**src/verilog/bit_ctl_pkg.sv**
```systemverilog
// package with opcodes, fields, register map and carrier types for the bit and control decoder
package bit_ctl_pkg;

    // decoder sequencing states
    typedef enum logic [1:0] {
        ST_EXEC  = 2'b00,
        ST_FLUSH = 2'b01,
        ST_WORD2 = 2'b10,
        ST_SLEEP = 2'b11
    } state_t;

    // arithmetic status flags from the datapath
    typedef struct packed {
        logic neg;
        logic ovf;
        logic zero;
        logic carry;
    } flags_t;

    // control bundle to the core datapath
    typedef struct packed {
        logic        fileWe;
        logic [7:0]  fileAddr;
        logic        accessSel;
        logic [7:0]  fileWrData;
        logic        pcLoad;
        logic [20:0] pcTarget;
        logic        stackPush;
        logic        stackPop;
        logic [20:0] pushValue;
        logic        fastSave;
        logic        fastRestore;
        logic        wregLoad;
        logic [7:0]  wregValue;
        logic        highIrqEnableSet;
        logic        lowIrqEnableSet;
        logic        watchdogClear;
        logic        sleepEnter;
        logic        flagWrite;
        logic        timeOutFlag;
        logic        powerDownFlag;
        logic        decimalAdjust;
        logic        softReset;
        logic        prescalerClear;
        logic        nopCycle;
    } ctl_t;

    // instruction patterns
    localparam logic [15:0] PAT_BIT_CLEAR   = 16'b1001_????_????_????;
    localparam logic [15:0] PAT_BIT_SET     = 16'b1000_????_????_????;
    localparam logic [15:0] PAT_BIT_TOGGLE  = 16'b0111_????_????_????;
    localparam logic [15:0] PAT_SKIP_CLEAR  = 16'b1011_????_????_????;
    localparam logic [15:0] PAT_SKIP_SET    = 16'b1010_????_????_????;
    localparam logic [15:0] PAT_COND_BRANCH = 16'b1110_0???_????_????;
    localparam logic [15:0] PAT_CALL        = 16'b1110_110?_????_????;
    localparam logic [15:0] PAT_JUMP        = 16'b1110_1111_????_????;
    localparam logic [15:0] PAT_REL_BRANCH  = 16'b1101_0???_????_????;
    localparam logic [15:0] PAT_REL_CALL    = 16'b1101_1???_????_????;
    localparam logic [15:0] PAT_SECOND_WORD = 16'b1111_????_????_????;
    localparam logic [15:0] PAT_RET_LITERAL = 16'b0000_1100_????_????;
    localparam logic [15:0] PAT_IRQ_RETURN  = 16'b0000_0000_0001_000?;
    localparam logic [15:0] PAT_SUB_RETURN  = 16'b0000_0000_0001_001?;
    localparam logic [15:0] OP_NOP          = 16'h0000;
    localparam logic [15:0] OP_SLEEP        = 16'h0003;
    localparam logic [15:0] OP_WDT_CLEAR    = 16'h0004;
    localparam logic [15:0] OP_PUSH         = 16'h0005;
    localparam logic [15:0] OP_POP          = 16'h0006;
    localparam logic [15:0] OP_DEC_ADJUST   = 16'h0007;
    localparam logic [15:0] OP_SOFT_RESET   = 16'h00FF;

    // special file addresses in the access bank
    localparam logic [7:0] PORT_B_ADDR = 8'h81;
    localparam logic [7:0] TIMER0_ADDR = 8'hD6;

    // flag values after reset
    localparam logic FLAG_RESET = 1'b1;

    // register map, byte addresses
    localparam logic [7:0] CTRL_OFS   = 8'h00;
    localparam logic [7:0] STAT_OFS   = 8'h04;
    localparam logic [7:0] RETIRE_OFS = 8'h08;

    // control register fields
    localparam int          CTRL_EN_BIT   = 0;
    localparam int          CTRL_PSA_BIT  = 1;
    localparam int          CTRL_PRIO_BIT = 2;
    localparam logic [2:0]  CTRL_RESET    = 3'h1;

endpackage

```
**src/verilog/cond_eval.sv**
```systemverilog
// branch condition and bit test evaluation
`timescale 1ns/10ps
`default_nettype none

module cond_eval (
    // condition select and flags
    input  wire logic [2:0]            condSel,
    input  wire bit_ctl_pkg::flags_t   flags,
    // bit test operands
    input  wire logic [7:0]            testData,
    input  wire logic [2:0]            bitIdx,
    // results
    output logic                       condTrue,
    output logic                       bitIsSet
);
    import bit_ctl_pkg::*;

    // pick the flag, odd selects invert it
    always_comb begin
        logic flagVal;
        flagVal = 1'b0;
        unique case (condSel[2:1])
            2'b00: flagVal = flags.zero;
            2'b01: flagVal = flags.carry;
            2'b10: flagVal = flags.ovf;
            2'b11: flagVal = flags.neg;
        endcase
        condTrue = flagVal ^ condSel[0];
    end

    // selected bit of the operand
    assign bitIsSet = testData[bitIdx];

endmodule
`default_nettype wire

```
**src/verilog/bit_ctl_decoder.sv**
```systemverilog
// bit-oriented and control-flow instruction decoder with wishbone control registers
// Operation
// - skip-if-clear test skips next word when zero
// - skip-if-set test skips next word when one
// - eight conditional branches, two cycles when taken
// - call uses two words, optional fast save
// - absolute jump uses two words
// - lone 1111 word executes as one-cycle no-op
// - pop drops stack top, flags untouched
// - push next counter onto stack top
// - interrupt return re-enables interrupts, fast restore
// - literal return loads working register, pops
// - standby entry sets time-out, clears power-down
// - counter change or true test costs flush cycle
// - port read-modify-write reads pin levels
// - bit write to timer zero clears prescaler
//
// Our own choices: the Wishbone interface to the registers and the register addresses.
`timescale 1ns/10ps
`default_nettype none

module bit_ctl_decoder (
    // clock and reset
    input  wire logic                  clk,
    input  wire logic                  rstn,
    // instruction stream
    input  wire logic                  instrValid,
    input  wire logic [15:0]           instrWord,
    input  wire logic [20:0]           pcNow,
    // datapath state
    input  wire bit_ctl_pkg::flags_t   flags,
    input  wire logic [7:0]            fileRdData,
    input  wire logic [7:0]            portPins,
    input  wire logic [20:0]           stackTopEntry,
    input  wire logic                  lowIsrActive,
    input  wire logic                  wakeEvent,
    // datapath control
    output var bit_ctl_pkg::ctl_t      ctl,
    // wishbone slave
    input  wire logic                  wbCyc,
    input  wire logic                  wbStb,
    input  wire logic                  wbWe,
    input  wire logic [7:0]            wbAdr,
    input  wire logic [3:0]            wbSel,
    input  wire logic [31:0]           wbDatW,
    output logic [31:0]                wbDatR,
    output logic                       wbAck
);
    import bit_ctl_pkg::*;

    // complete module state
    typedef struct packed {
        state_t      fsm;
        logic [7:0]  jumpLow;
        logic        jumpFast;
        logic        jumpIsCall;
        logic [2:0]  ctrl;
        logic [15:0] retired;
        ctl_t        ctl;
        logic        wbAck;
        logic [31:0] wbDatR;
    } regs_t;

    regs_t q_reg;
    regs_t q_next;

    logic       condTrue;
    logic       bitIsSet;
    logic [7:0] rmwData;
    logic       execNow;

    // sign-extended word offset added to next counter
    function automatic logic [20:0] relTarget(input logic [20:0] pc, input logic [10:0] off);
        relTarget = pc + {{9{off[10]}}, off, 1'b0};
    endfunction

    // bit field change for clear, set, toggle
    function automatic logic [7:0] bitMask(input logic [2:0] idx);
        bitMask = 8'h01 << idx;
    endfunction

    // port reads take the pin levels
    assign rmwData = (instrWord[7:0] == PORT_B_ADDR && !instrWord[8]) ? portPins : fileRdData;
    assign execNow = q_reg.fsm == ST_EXEC && instrValid && q_reg.ctrl[CTRL_EN_BIT];

    cond_eval u_cond (
        .condSel  (instrWord[10:8]),
        .flags    (flags),
        .testData (rmwData),
        .bitIdx   (instrWord[11:9]),
        .condTrue (condTrue),
        .bitIsSet (bitIsSet)
    );

    // next state
    always_comb begin
        q_next = q_reg;
        q_next.ctl = '0;
        q_next.ctl.timeOutFlag = q_reg.ctl.timeOutFlag;
        q_next.ctl.powerDownFlag = q_reg.ctl.powerDownFlag;
        // wishbone access, one-cycle acknowledge
        q_next.wbAck = wbCyc && wbStb && !q_reg.wbAck;
        if (wbCyc && wbStb && !q_reg.wbAck) begin
            q_next.wbDatR = 32'h0000_0000;
            unique case (wbAdr)
                CTRL_OFS: begin
                    q_next.wbDatR[2:0] = q_reg.ctrl;
                    if (wbWe && wbSel[0]) begin
                        q_next.ctrl = wbDatW[2:0];
                    end
                end
                STAT_OFS: begin
                    q_next.wbDatR[3:0] = {q_reg.ctl.powerDownFlag, q_reg.ctl.timeOutFlag, q_reg.fsm};
                end
                RETIRE_OFS: begin
                    q_next.wbDatR[15:0] = q_reg.retired;
                end
                default: begin
                    q_next.wbDatR = 32'h0000_0000;
                end
            endcase
        end
        // instruction sequencing
        unique case (q_reg.fsm)
            ST_EXEC: begin
                if (execNow) begin
                    q_next.retired = q_reg.retired + 16'h0001;
                    unique casez (instrWord)
                        PAT_BIT_CLEAR, PAT_BIT_SET, PAT_BIT_TOGGLE: begin
                            q_next.ctl.fileWe = 1'b1;
                            q_next.ctl.fileAddr = instrWord[7:0];
                            q_next.ctl.accessSel = instrWord[8];
                            if (instrWord[15:12] == 4'h9) begin
                                q_next.ctl.fileWrData = rmwData & ~bitMask(instrWord[11:9]);
                            end else if (instrWord[15:12] == 4'h8) begin
                                q_next.ctl.fileWrData = rmwData | bitMask(instrWord[11:9]);
                            end else begin
                                q_next.ctl.fileWrData = rmwData ^ bitMask(instrWord[11:9]);
                            end
                            if (instrWord[7:0] == TIMER0_ADDR && !instrWord[8] && q_reg.ctrl[CTRL_PSA_BIT]) begin
                                q_next.ctl.prescalerClear = 1'b1;
                            end
                        end
                        PAT_SKIP_CLEAR: begin
                            if (!bitIsSet) begin
                                q_next.fsm = ST_FLUSH;
                            end
                        end
                        PAT_SKIP_SET: begin
                            if (bitIsSet) begin
                                q_next.fsm = ST_FLUSH;
                            end
                        end
                        PAT_COND_BRANCH: begin
                            if (condTrue) begin
                                q_next.ctl.pcLoad = 1'b1;
                                q_next.ctl.pcTarget = relTarget(pcNow, {{3{instrWord[7]}}, instrWord[7:0]});
                                q_next.fsm = ST_FLUSH;
                            end
                        end
                        PAT_CALL, PAT_JUMP: begin
                            q_next.jumpLow = instrWord[7:0];
                            q_next.jumpFast = instrWord[8] && !instrWord[9];
                            q_next.jumpIsCall = !instrWord[9] || !instrWord[8];
                            q_next.fsm = ST_WORD2;
                        end
                        PAT_REL_BRANCH, PAT_REL_CALL: begin
                            q_next.ctl.pcLoad = 1'b1;
                            q_next.ctl.pcTarget = relTarget(pcNow, instrWord[10:0]);
                            q_next.ctl.stackPush = instrWord[11];
                            q_next.ctl.pushValue = pcNow;
                            q_next.fsm = ST_FLUSH;
                        end
                        PAT_SECOND_WORD, OP_NOP: begin
                            q_next.ctl.nopCycle = 1'b1;
                        end
                        PAT_RET_LITERAL: begin
                            q_next.ctl.wregLoad = 1'b1;
                            q_next.ctl.wregValue = instrWord[7:0];
                            q_next.ctl.stackPop = 1'b1;
                            q_next.ctl.pcLoad = 1'b1;
                            q_next.ctl.pcTarget = stackTopEntry;
                            q_next.fsm = ST_FLUSH;
                        end
                        PAT_IRQ_RETURN, PAT_SUB_RETURN: begin
                            q_next.ctl.stackPop = 1'b1;
                            q_next.ctl.pcLoad = 1'b1;
                            q_next.ctl.pcTarget = stackTopEntry;
                            q_next.ctl.fastRestore = instrWord[0];
                            if (!instrWord[1]) begin
                                if (q_reg.ctrl[CTRL_PRIO_BIT] && lowIsrActive) begin
                                    q_next.ctl.lowIrqEnableSet = 1'b1;
                                end else begin
                                    q_next.ctl.highIrqEnableSet = 1'b1;
                                end
                            end
                            q_next.fsm = ST_FLUSH;
                        end
                        OP_POP: begin
                            q_next.ctl.stackPop = 1'b1;
                        end
                        OP_PUSH: begin
                            q_next.ctl.stackPush = 1'b1;
                            q_next.ctl.pushValue = pcNow;
                        end
                        OP_SLEEP: begin
                            q_next.ctl.sleepEnter = 1'b1;
                            q_next.ctl.flagWrite = 1'b1;
                            q_next.ctl.timeOutFlag = 1'b1;
                            q_next.ctl.powerDownFlag = 1'b0;
                            q_next.fsm = ST_SLEEP;
                        end
                        OP_WDT_CLEAR: begin
                            q_next.ctl.watchdogClear = 1'b1;
                            q_next.ctl.flagWrite = 1'b1;
                            q_next.ctl.timeOutFlag = 1'b1;
                            q_next.ctl.powerDownFlag = 1'b1;
                        end
                        OP_DEC_ADJUST: begin
                            q_next.ctl.decimalAdjust = 1'b1;
                        end
                        OP_SOFT_RESET: begin
                            q_next.ctl.softReset = 1'b1;
                            q_next.ctl.flagWrite = 1'b1;
                            q_next.ctl.timeOutFlag = FLAG_RESET;
                            q_next.ctl.powerDownFlag = FLAG_RESET;
                        end
                        default: begin
                            q_next.retired = q_reg.retired;
                        end
                    endcase
                end
            end
            ST_FLUSH: begin
                // discard the prefetched or skipped word
                if (instrValid) begin
                    q_next.ctl.nopCycle = 1'b1;
                    q_next.fsm = ST_EXEC;
                end
            end
            ST_WORD2: begin
                if (instrValid) begin
                    q_next.fsm = ST_EXEC;
                    q_next.retired = q_reg.retired + 16'h0001;
                    if (instrWord[15:12] == 4'hF) begin
                        q_next.ctl.pcLoad = 1'b1;
                        q_next.ctl.pcTarget = {instrWord[11:0], q_reg.jumpLow, 1'b0};
                        q_next.ctl.stackPush = q_reg.jumpIsCall;
                        q_next.ctl.pushValue = pcNow;
                        q_next.ctl.fastSave = q_reg.jumpFast;
                        q_next.fsm = ST_FLUSH;
                    end else begin
                        q_next.ctl.nopCycle = 1'b1;
                    end
                end
            end
            ST_SLEEP: begin
                if (wakeEvent) begin
                    q_next.fsm = ST_EXEC;
                end
            end
        endcase
    end

    // state register
    always_ff @(posedge clk or negedge rstn) begin
        if (!rstn) begin
            q_reg <= '0;
            q_reg.ctrl <= CTRL_RESET;
            q_reg.ctl.timeOutFlag <= FLAG_RESET;
            q_reg.ctl.powerDownFlag <= FLAG_RESET;
        end else begin
            q_reg <= q_next;
        end
    end

    // outputs straight from the state register
    assign ctl = q_reg.ctl;
    assign wbAck = q_reg.wbAck;
    assign wbDatR = q_reg.wbDatR;
endmodule
`default_nettype wire

```
**config.mk**
```make
export PLATFORM = sky130hd
export DESIGN_NAME = bit_ctl_decoder
export DESIGN_NICKNAME = d
export VERILOG_FILES = /design/src/verilog/bit_ctl_pkg.sv /design/src/verilog/cond_eval.sv /design/src/verilog/bit_ctl_decoder.sv
export SDC_FILE = /design/constraint.sdc
export NUM_CORES = 1
export LEC_CHECK = 0
export ABC_AREA = 1
export BUFFER_PORTS_ARGS = -buffer_cell sky130_fd_sc_hd__buf_2
export CAP_MARGIN = 20
export CORE_MARGIN = 2
export CORE_UTILIZATION = 47
export DETAILED_ROUTE_END_ITERATION = 12
export PLACE_DENSITY = 0.78
export SLEW_MARGIN = 20
export SYNTH_ARGS = -nofsm -noshare
export SYNTH_HDL_FRONTEND = slang
export SYNTH_SLANG_ARGS = --single-unit
```
**constraint.sdc**
```tcl
create_clock -name clk -period 3.9 [get_ports clk]
set_input_delay 0.78 -clock clk [delete_from_list [all_inputs] [get_ports clk]]
set_output_delay 0.78 -clock clk [all_outputs]
set_load 0.02 [all_outputs]
```
Word level (Yosys, flattened, before mapping). Index checks and enable logic that the tools add are counted.

Add/subtract/negate cells: 3. Magnitude comparators: 1. Eq/ne operators: 39. Shifts and indexed selects: 1. Multiplexer cells: 59. Bitwise logic cells: 5. Reductions and logical operators: 36.

Operators by type and width (count): two-way mux 79 bit (1); two-way mux 22 bit (3); one-hot mux 22 bit (3 select lines) (1); equality test 16 x 3 -> 1 bit, second input constant (4); two-way mux 23 bit (2); one-hot mux 23 bit (2 select lines) (1); adder 21 bit (2); two-way mux 21 bit (2); one-hot mux 21 bit (2 select lines) (1); two-way mux 18 bit (2); two-way mux 16 bit (2); one-hot mux 16 bit (2 select lines) (1); equality test 15 x 4 -> 1 bit, second input constant (2); equality test 8 bit, second input constant (3); two-way mux 12 bit (2); two-way mux 8 bit (3); OR reduction 21 bit (1); equality test 4 bit, second input constant (5); two-way mux 20 bit (1); two-way mux 1 bit (18); adder 16 x 1 -> 16 bit, second input constant (1); equality test 16 x 2 -> 1 bit, second input constant (1); equality test 16 x 8 -> 1 bit, second input constant (1); equality test 8 x 4 -> 1 bit, second input constant (2); other kinds (41) (82).

Bits in registers: 133. Input bits: 130. Word-level logic and storage cells: 176.

Logic depth before layout (Yosys ltp). Gate-level depths: netlist of run 1.

Depth in word-level cells: 9. Mapped depth: 18. Mapped depth without buffers: 18.

By module. From an unflattened synthesis of run 1, not the netlist that was laid out.

Cell total of the unflattened synthesis: 1329. Area total of the unflattened synthesis: 9639.2 sq um.

By module, submodules not included: bit_ctl_decoder (times used 1, cells an instance 1290, area an instance 9479.1 sq um, sequential area each 3331.9 sq um); cond_eval (times used 1, cells an instance 39, area an instance 160.2 sq um, sequential area each 0.0 sq um).

Worst setup path after synthesis of run 1. Ideal clock, no wire load.

Kind: in2reg. Start point: input port instrWord[0]. End point: register, netlist name ctl[62]. Setup time: 117 ps. Arrival time: 2390 ps. Data required time: 3783 ps. Slack: 1393 ps. Stages: 17. Path buffers: 0. Cell sequence: ha_1 -> inv_1 -> fa_1 -> inv_1 -> nand3_1 -> nand2_1 -> nand2_1 -> nand2_1 -> nand2_1 -> nand2_1 -> nand3_1 -> nand2_1 -> nand2_1 -> nand3_1 -> nand3_1 -> nand2_1 -> nand2_1.

RTL lines: from (decl) (RTL line bit_ctl_decoder.sv:28) `input wire logic [15:0] instrWord,`.

==> results of run 1 <==
==> cell type report <==
cell class	count	share of cell area [%]
Timing Repair Buffer	207	10.3
Inverter	162	5.84
Sequential cell	133	32.0
Clock inverter	15	1.78
Tap cell	265	3.19
Multi-Input combinational cell	859	42.7
Antenna cell	2	0.0481
Clock buffer	17	4.09
==> cells in the final DEF, fill, tap and decap left out, types with 6 or more instances in the layout <==
cell	count
nand2_1	308
buf_2	198
inv_1	158
dfrtp_1	130
nor2_1	127
nand3_1	89
a21oi_1	60
o21ai_0	59
ha_1	47
nor3_1	25
xor2_1	18
nand4_1	18
clkbuf_16	17
conb_1	16
o31ai_1	11
o21bai_1	9
nor4_1	9
nand3b_1	8
or2_2	8
inv_6	7
buf_4	7
o21ai_2	6
==> cells by family after synthesis <==
group / Yosys count / share of synthesized area (%)
muxes: 2 / 0.241
DFF: 133 / 35.7
AOI/OAI and AO/OA: 164 / 10.0
other: 1 / 0.0402
and+or+nand+nor: 608 / 28.3
xor gates and xnor gates: 21 / 1.97
buffers and inverters: 300 / 17.2
adders and majority gates: 48 / 6.52
==> routing by layer <==
metal | vias to the layer above | GRT usage [%] | share of wire (%)
li1 | 4194 | - | -
met1 | 3947 | 32.9 | 42
met2 | 389 | 41.9 | 46
met3 | 73 | 4.74 | 8.4
met4 | 2 | 10.5 | 3.4
met5 | - | 0 | 0.050
==> worst max path at each step <==
stage | slack [ns] | endpoint | start
after global routing | 0.84 | ctl[62]$_DFF_PN0_ | instrWord[1]
after CTS | 1.11 | ctl[62]$_DFF_PN0_ | instrWord[1]
after detailed placement | 0.70 | ctl[62]$_DFF_PN0_ | instrWord[1]
after floorplan | 1.39 | ctl[62]$_DFF_PN0_ | instrWord[0]
after global placement | 0.71 | ctl[62]$_DFF_PN0_ | instrWord[1]
final | 1.03 | ctl[62]$_DFF_PN0_ | instrWord[1]
==> through the flow <==
step | power [W] | setup slack [ns] | util (%) | hold slack, ns | std cells
global placement | 0.00232 | 0.708 | 50.3 | 0.463 | 1626
floorplan | 0.00209 | 1.39 | - | 0.449 | 1292
finish | 0.00399 | 1.03 | 53.5 | 0.355 | 1660
detailed placement | 0.00233 | 0.699 | 50.3 | 0.465 | 1626
CTS | 0.00400 | 1.11 | 53.4 | 0.429 | 1658
global route | 0.00419 | 0.842 | 53.4 | 0.430 | 1658
==> power by group <==
group | internal, W | switching, W
combinational | 0.000258 | 0.000572
sequential | 0.00145 | 0.0000460
clock | 0.000971 | 0.000695
total | 0.00268 | 0.00131
==> results.py, run 1 <==
metrics = {
    "synthesis": {
        "synth_top_area_cell": "dfrtp_1",
        "synth_edf_count": 0,
        "avgSynthCellArea_um2": 7.30,
        "ys_warn_count": 0,
        "synth_seq_cells": 133,
        "synthTopCellsByArea": "dfrtp_1, nand2_1, buf_4, inv_1, ha_1",
        "ys.flop_type": "dfrtp_1",
        "synth_top_area_share_pct": 34.9,
        "yosys.cell_types.count": 44,
        "synthArstFlopShare_pct": 100,
        "netlist_area_um2": 9330,
        "netlist_top_cells_count": "nand2_1, inv_1, dfrtp_1",
        "synth_most_common_cell": "nand2_1",
        "yosysSeqAreaShare_pct": 35.7,
        "netlist_instances": 1277,
    },
    "critical_path": {
        "critical_path_buf_inv_count": 3,
        "critical_path.most_common_cell": "nand2_1",
        "rrSetupSlack_ns": 1.70,
        "worstPathCellList": "buf_2 > inv_1 > fa_1 > inv_1 > nand3_1 > nand2_1 > nand2_1 > nand2_1 > nand2_1 > nand2_1 > nand3_1 > nand2_1 > nand2_1 > nand3_1 > nand3_1 > nand2_1 > nand2_1",
        "required_ns": 4.22,
        "start_kind": "input pin",
        "cp_max_fo": 8,
        "timing.rr.start": "q_reg[148]$_DFFE_PN0P_",
        "crit_arrival_ns": 3.19,
        "critical_path.top_delay_family": "simple AND/OR/NAND/NOR gates",
        "crit_path_max_incr_delay_ns": 0.51,
        "end_kind": "register",
        "ff2ff_path_depth": 7,
        "cp_num_cells": 17,
        "cp_slowest_cell": "fa_1",
        "timing.rr.end": "ctl[50]$_DFF_PN0_",
        "crit_type": "input pin to register",
    },
    "route": {
        "routed_wl_um": 26100,
        "vias": 8605,
        "postRouteAntennaNets": 0,
        "initialDrtViolationCount": 611,
        "routed_via_density": 5.18,
        "dr.pass1.iters": 6,
        "wire_per_inst_um": 15.7,
        "drc": 0,
    },
    "timing": {
        "drv_slew": 0,
        "fmax_mhz": 348,
        "slew-limit-headroom_pct": 48.8,
        "tightest_slew_ns": 0.767,
        "fin_skew_ns": 0.0116,
        "hold_viol": 0,
        "min_period_over_period_pct": 73.7,
        "fin_crit_ns": 2.87,
        "rsz0062_at_grt": "false",
        "setup_viol": 0,
        "setup_tns_ns": 0,
    },
    "final_layout": {
        "final_area_um2": 10400,
        "syn_to_final_growth_pct": 11.6,
        "nets": 1558,
        "regArea_um2": 3330,
        "layout-drive-gt1-share_pct": 19.9,
        "largest_reg_flops": 85,
        "multi_input_area_um2": 4450,
        "num-fill-cells": 1899,
    },
    "cts": {
        "cts.reportedPaths.clkPinSlew_ns": 0.06,
        "cts_buffers": 17,
        "numClockSinks": 133,
        "ctsResizeCount": 0,
        "cts.path.max_buffers": 2,
        "htreeDepth": 4,
        "root_buffer": "clkbuf_16",
        "cts_tree": "yes",
        "holdBufCountCts": 0,
        "clk_latency_ns": 0.43,
        "post_cts_buffers": 0,
    },
    "place": {
        "dpl_cell_area_um2": 9790,
        "port_buffers": 199,
        "dpl.hpwl_um": 20400,
        "routabilityCongestion": 0.919,
    },
    "floorplanning": {
        "core_area_um2": 19500,
        "die_area_um2": 21000,
        "initial_core_util_pct": 47.9,
        "die_w_um": 145,
        "dieHeight_um": 145,
        "pin_count": 248,
        "placementRows": 51,
    },
    "run": {
        "max_cap_viol_count": 0,
    },
    "global_routing": {
        "grt_pass1_wl_um": 40700,
        "grt-ovfl-total": 0,
        "grt_pass1_vias": 7996,
        "antenna_found_initial": 3,
        "gr-usage-all-layers_pct": 25.4,
        "grt_max_degree": 79,
    },
    "run_status": {
        "status": "finished clean",
    },
    "pwr": {
        "cellLeakagePower_nw": 5.86,
        "p_per_area_nw_per_um2": 383,
        "peakVddDrop_mv": 0.330,
    },
    "hold_path": {
        "worstHoldPathType": "input pin to async pin",
    },
}
No activity file was read; power rests on OpenSTA's default activity.
==> inputs of run 2 (changes only) <==
--- a/config.mk
+++ b/config.mk
@@ -11,7 +11,7 @@
 export CORE_MARGIN = 2
 export CORE_UTILIZATION = 47
 export DETAILED_ROUTE_END_ITERATION = 12
-export PLACE_DENSITY = 0.78
+export PLACE_DENSITY = 0.81
 export SLEW_MARGIN = 20
 export SYNTH_ARGS = -nofsm -noshare
 export SYNTH_HDL_FRONTEND = slang
==> constraint.sdc (replaced) <==
create_clock -name clk -period 2.4 [get_ports clk]
set_input_delay 0.48 -clock clk [delete_from_list [all_inputs] [get_ports clk]]
set_output_delay 0.48 -clock clk [all_outputs]
set_load 0.02 [all_outputs]
==> run 2 against run 1 <==
Cell count is 5.6% higher. Power is 63% higher. Setup slack worse by 0.82 ns. Flip-flop and latch count did not move. Sequential share of layout area shrank 2.0 points. Cell area grew 6.6%. First-iteration DRC count up 30%. Critical path type unchanged. Largest power group unchanged.
==> results.py, run 2 (synthesized netlist as in run 1, its figures left out) <==
metrics = {
    "route": {
        "routed_via_density": 5.07,
        "postRouteAntennaNets": 0,
        "routed_wl_um": 27500,
        "drc": 0,
        "wire_per_inst_um": 15.7,
        "vias": 8896,
        "dr.pass1.iters": 6,
        "initialDrtViolationCount": 795,
    },
    "floorplanning": {
        "placementRows": 51,
        "initial_core_util_pct": 47.9,
        "pin_count": 248,
        "die_w_um": 145,
        "core_area_um2": 19500,
        "die_area_um2": 21000,
        "dieHeight_um": 145,
    },
    "cts": {
        "cts.path.max_buffers": 2,
        "clk_latency_ns": 0.42,
        "root_buffer": "clkbuf_16",
        "htreeDepth": 4,
        "numClockSinks": 133,
        "post_cts_buffers": 0,
        "cts.reportedPaths.clkPinSlew_ns": 0.07,
        "cts_buffers": 17,
        "cts_tree": "yes",
    },
    "critical_path": {
        "timing.rr.start": "q_reg[147]$_DFFE_PN0P_",
        "critical_path.top_delay_family": "simple AND/OR/NAND/NOR gates",
        "start_kind": "input pin",
        "cp_slowest_cell": "or2_2",
        "critical_path_buf_inv_count": 4,
        "timing.rr.end": "ctl[1]$_DFF_PN0_",
        "ff2ff_path_depth": 7,
        "critical_path.most_common_cell": "nand2_1",
        "cp_max_fo": 5,
        "crit_type": "input pin to register",
        "worstPathCellList": "buf_2 > ha_1 > inv_1 > fa_1 > inv_1 > nand3_1 > nand2_1 > nand2_1 > nand2_1 > nand2_1 > nand2_2 > buf_4 > or2_2 > nand3_1 > nand3_1 > nand2_1 > o21ai_0",
        "rrSetupSlack_ns": 0.32,
        "crit_path_max_incr_delay_ns": 0.26,
        "required_ns": 2.68,
        "end_kind": "register",
        "crit_arrival_ns": 2.47,
    },
    "global_routing": {
        "grt-ovfl-total": 0,
        "antenna_found_initial": 3,
        "grt_pass1_wl_um": 42700,
        "grt_max_degree": 53,
        "grt_pass1_vias": 8373,
        "gr-usage-all-layers_pct": 26.6,
    },
    "final_layout": {
        "final_area_um2": 11100,
        "num-fill-cells": 1803,
        "syn_to_final_growth_pct": 19.0,
        "mostFrequentLayoutCell": "nand2_1",
        "layout-drive-gt1-share_pct": 24.8,
        "largest_reg_flops": 85,
        "final_cell_mix": "nand2_1, buf_2, inv_1",
        "nets": 1650,
    },
    "timing": {
        "tightest_slew_ns": 0.799,
        "slew-limit-headroom_pct": 46.6,
        "fin_skew_ns": 0.0130,
        "fin_crit_ns": 2.19,
        "setup_viol": 0,
        "rsz0062_at_grt": "false",
        "hold_viol": 0,
        "fmax_mhz": 457,
        "drv_slew": 0,
        "min_period_over_period_pct": 91.2,
    },
    "pwr": {
        "p_sw_w": 0.00222,
        "combPwrFrac_pct": 23.3,
        "cellLeakagePower_nw": 6.29,
        "finalPower_w": 0.00651,
        "peakVddDrop_mv": 0.517,
        "power_frac_seq_pct": 37.3,
        "swShare_pct": 34.1,
        "p_int_w": 0.00429,
        "clockPowerShare_pct": 39.4,
        "p_per_area_nw_per_um2": 587,
    },
    "hold_path": {
        "worstHoldPathType": "input pin to register",
        "hp-start": "pcNow[0]",
        "hold_end": "ctl[22]$_DFF_PN0_",
        "whs_path_depth": 3,
    },
    "place": {
        "port_buffers": 199,
        "dpl.hpwl_um": 21800,
        "dpl_cell_area_um2": 10500,
        "routabilityCongestion": 0.993,
    },
    "run_status": {
        "status": "finished clean",
    },
    "run": {
        "max_cap_viol_count": 0,
    },
}
-- run 2: cell count changes in the layout (fill, tap and decap cells not counted), sizes merged --
cell | previous run | this run
buf | 207 | 298
dlygate4sd3 | 0 | 1
clkinv | 4 | 5
bufinv | 2 | 0
inv | 170 | 171
diode | 2 | 3
-- run 2: how the worst max path moves through the flow --
stage,from,end,slack [ns],cells after the start
after floorplan,instrWord[0],ctl[62]$_DFF_PN0_,0.19,17
after global placement,instrWord[0],ctl[62]$_DFF_PN0_,-0.16,18
after detailed placement,instrWord[0],ctl[54]$_DFF_PN0_,-0.19,17
after CTS,instrWord[0],ctl[54]$_DFF_PN0_,0.22,17
after global routing,instrWord[0],ctl[54]$_DFF_PN0_,0.03,17
final,instrWord[0],ctl[54]$_DFF_PN0_,0.21,17
-- run 2: worst reg2reg max path: cells and delay by family (launching register included) --
kind | cells | cell delay, ns
flops | 1 | 0.45
simple gates | 4 | 1.02
buf+inv | 3 | 0.52
-- run 2: timing repair --
action,in CTS,in global routing
hold buffers,1,0
hold endpoints to repair,32,0
resized for setup,0,1
setup endpoints to repair,0,2
-- run 2: power by group through the flow --
stage	registers, W	clock network (W)	logic [W]
2_1_floorplan	0.00245	0	0.000949
3_3_place_gp	0.00246	0	0.00146
3_5_place_dp	0.00247	0	0.00149
4_1_cts	0.00243	0.00260	0.00150
5_1_grt	0.00244	0.00270	0.00169
6_report	0.00243	0.00257	0.00152
-- run 2: cell type report --
type / instances / area (µm²) / share of cell area (%)
diodes: 3 / 7.51 / 0.0676
clock buffers: 17 / 425 / 3.83
clock inverters: 15 / 153 / 1.38
inverters: 162 / 608 / 5.48
multi-input cells: 859 / 4450 / 40.1
flip-flops and latches: 133 / 3330 / 30.0
well taps: 265 / 332 / 2.99
repair buffers: 299 / 1790 / 16.2
-- run 2: per-stage QoR --
step           setup slack, ns  hold slack (ns)  instances  utilization (%)  TNS [ns]
2_1_floorplan            0.193            0.184       1292                -         0
3_3_place_gp            -0.160            0.393       1717             54.0    -0.738
3_5_place_dp            -0.185            0.392       1717             54.0     -1.09
4_1_cts                  0.216            0.261       1750             57.0         0
5_1_grt                 0.0307            0.265       1751             57.0         0
6_report                 0.212            0.275       1753             57.0         0
-- run 2: metal layers --
layer | share of wire, % | global-route usage [%]
met3 | 7.6 | 5.10
met5 | 0.055 | 0
met4 | 3.0 | 9.91
met2 | 47 | 44.7
met1 | 42 | 34.0
==> inputs of run 3 (changes only) <==
--- a/config.mk
+++ b/config.mk
@@ -12,7 +12,6 @@
 export CORE_UTILIZATION = 47
 export DETAILED_ROUTE_END_ITERATION = 12
 export PLACE_DENSITY = 0.81
-export SLEW_MARGIN = 20
 export SYNTH_ARGS = -nofsm -noshare
 export SYNTH_HDL_FRONTEND = slang
 export SYNTH_SLANG_ARGS = --single-unit
==> constraint.sdc (replaced) <==
create_clock -name clk -period 1.9 [get_ports clk]
set_input_delay 0.38 -clock clk [delete_from_list [all_inputs] [get_ports clk]]
set_output_delay 0.38 -clock clk [all_outputs]
set_load 0.02 [all_outputs]
==> run 3 against run 2 <==
Setup slack worse by 0.18 ns. Clock-buffer cell count is the same. Register-to-register slack got worse by 0.23 ns. Power up 33%. Combinational power grew 58%. Die area stayed put. Non-clock buffer count rose by 137. Routed wire length increased by 6.5%. Hold slack worse by 0.089 ns. First-iteration DRC count rose by 12%. Sequential share of layout area decreased by 3.4 points. Critical path type unchanged. Critical endpoint is now q_reg[119]$_DFFE_PN0P_. Largest cell class unchanged.
==> results.py, run 3 (synthesized netlist as in run 1, its figures left out) <==
metrics = {
    "run_status": {
        "status": "finished clean",
    },
    "cts": {
        "root_buffer": "clkbuf_16",
        "htreeDepth": 4,
        "cts_buffers": 17,
        "numClockSinks": 133,
        "cts.reportedPaths.clkPinSlew_ns": 0.07,
        "clk_latency_ns": 0.43,
        "cts_tree": "yes",
        "cts.path.max_buffers": 2,
    },
    "final_layout": {
        "mostFrequentLayoutCell": "nand2_1",
        "syn_to_final_growth_pct": 34.1,
        "final_area_um2": 12500,
        "layout.cells.non_filler": 1889,
        "largest_reg_flops": 85,
        "layout-drive-gt1-share_pct": 34.9,
        "nets": 1787,
        "final_cell_mix": "nand2_1, buf_4, buf_2",
        "num-fill-cells": 1598,
    },
    "floorplanning": {
        "die_w_um": 145,
        "initial_core_util_pct": 47.9,
        "die_area_um2": 21000,
        "dieHeight_um": 145,
        "core_area_um2": 19500,
        "pin_count": 248,
        "placementRows": 51,
    },
    "timing": {
        "drv_slew": 0,
        "fin_ws_ns": 0.0333,
        "fin_skew_ns": 0.0109,
        "rsz0062_at_grt": "true",
        "setup_viol": 0,
        "whs_ns": 0.187,
        "hold_viol": 0,
        "fmax_mhz": 536,
        "min_period_over_period_pct": 98.2,
        "fin_crit_ns": 1.87,
    },
    "route": {
        "initialDrtViolationCount": 892,
        "drc": 0,
        "wire_per_inst_um": 15.5,
        "vias": 9588,
        "routed_via_density": 5.08,
        "routed_wl_um": 29300,
        "postRouteAntennaNets": 0,
        "dr.pass1.iters": 6,
    },
    "place": {
        "port_buffers": 199,
        "routabilityCongestion": 1.01,
        "pre_cts_ws_ns": -0.410,
        "dpl_cell_area_um2": 11500,
        "dpl.hpwl_um": 22600,
        "placed_cells": 1837,
    },
    "pwr": {
        "p_per_area_nw_per_um2": 693,
        "peakVddDrop_mv": 0.643,
        "cellLeakagePower_nw": 7.01,
    },
    "critical_path": {
        "rrSetupSlack_ns": 0.09,
        "start_kind": "input pin",
        "critical_path.most_common_cell": "nand2_1",
        "crit_arrival_ns": 2.22,
        "critical_path_buf_inv_count": 4,
        "end_kind": "register",
        "timing.rr.start": "q_reg[118]$_DFFE_PN0P_",
        "cp_max_fo": 7,
        "crit_type": "input pin to register",
        "crit_path_max_incr_delay_ns": 0.31,
        "critical_path.top_delay_family": "simple AND/OR/NAND/NOR gates",
        "ff2ff_path_depth": 10,
        "cp_slowest_cell": "nor3_4",
        "required_ns": 2.25,
        "timing.rr.end": "q_reg[129]$_DFFE_PN0P_",
        "worstPathCellList": "buf_2 > nor2_1 > nand2_1 > nor3_4 > buf_4 > nand4_1 > nand2_1 > nor2_1 > nand3_1 > nand2_4 > inv_1 > buf_4 > nand2_1 > o21ai_1",
    },
    "global_routing": {
        "grt_util_met3_pct": 5.17,
        "grt_max_degree": 45,
        "gr-usage-all-layers_pct": 27.2,
        "grt-ovfl-total": 0,
        "grt_busiest_layer": "met2",
        "grt_pass1_vias": 8797,
        "antenna_found_initial": 4,
        "use_met2_pct": 46.8,
        "grt_pass1_wl_um": 43900,
        "grtUsageMet1_pct": 34.4,
    },
    "hold_path": {
        "whs_path_depth": 3,
        "hp-start": "pcNow[0]",
        "hold_end": "ctl[22]$_DFF_PN0_",
        "worstHoldPathType": "input pin to register",
    },
    "run": {
        "max_cap_viol_count": 0,
    },
}
run 3: repair_timing:
action / in CTS / in global routing
endpoints found under the setup margin: 2 / 37
cloned: 0 / 1
endpoints found under the hold margin: 39 / 0
pin swaps: 0 / 18
resized for setup: 2 / 66
hold buffers: 1 / 0
buffers inserted: 0 / 16
run 3: cell type report:
cell class,count,area [µm²],share of cell area (%)
diodes,2,5.00,0.0400
clock buffers,17,425,3.40
clock inverters,15,151,1.21
inverters,162,612,4.89
multi-input cells,859,4730,37.8
flip-flops and latches,133,3330,26.6
well taps,265,332,2.65
repair buffers,436,2920,23.3
run 3: how the worst max path moves through the flow:
| stage | from | end | slack, ns | cells after the start |
|---|---|---|---|---|
| 3_5_place_dp | instrWord[10] | ctl[65]$_DFF_PN0_ | -0.41 | 11 |
| 5_1_grt | q_reg[119]$_DFFE_PN0P_ | q_reg[129]$_DFFE_PN0P_ | -0.05 | 10 |
| 6_report | instrWord[13] | q_reg[119]$_DFFE_PN0P_ | 0.03 | 14 |
| 4_1_cts | instrWord[10] | ctl[65]$_DFF_PN0_ | 0.02 | 11 |
| 3_3_place_gp | instrWord[10] | ctl[65]$_DFF_PN0_ | -0.40 | 11 |
| 2_1_floorplan | instrWord[0] | ctl[62]$_DFF_PN0_ | -0.04 | 17 |
run 3: through the flow:
stage	power [W]	setup TNS, ns	util [%]
2_1_floorplan	0.00432	-0.178	-
3_3_place_gp	0.00525	-14.93	59.2
3_5_place_dp	0.00529	-16.15	59.2
4_1_cts	0.00852	0	62.3
5_1_grt	0.00905	-0.153	64.2
6_report	0.00866	0	64.2
run 3: layer usage:
layer | vias up | routed length [µm]
li1 | 4635 | -
met3 | 67 | 2220
met5 | - | 24
met4 | 4 | 795
met1 | 4474 | 12000
met2 | 408 | 14300
run 3: worst register-to-register path, cell delays in order (launching register included):
cell	delay, ns
dfrtp_1	0.36
inv_1	0.09
nor3_2	0.22
nand2_1	0.14
nor3_2	0.25
buf_4	0.16
nand2_1	0.08
nor2_1	0.10
nand3_1	0.07
o21ai_0	0.16
nand2_1	0.07
run 3: power breakdown:
part | switching [W] | internal [W]
sequential | 0.0000758 | 0.00297
clock | 0.00146 | 0.00175
combinational | 0.00139 | 0.00101
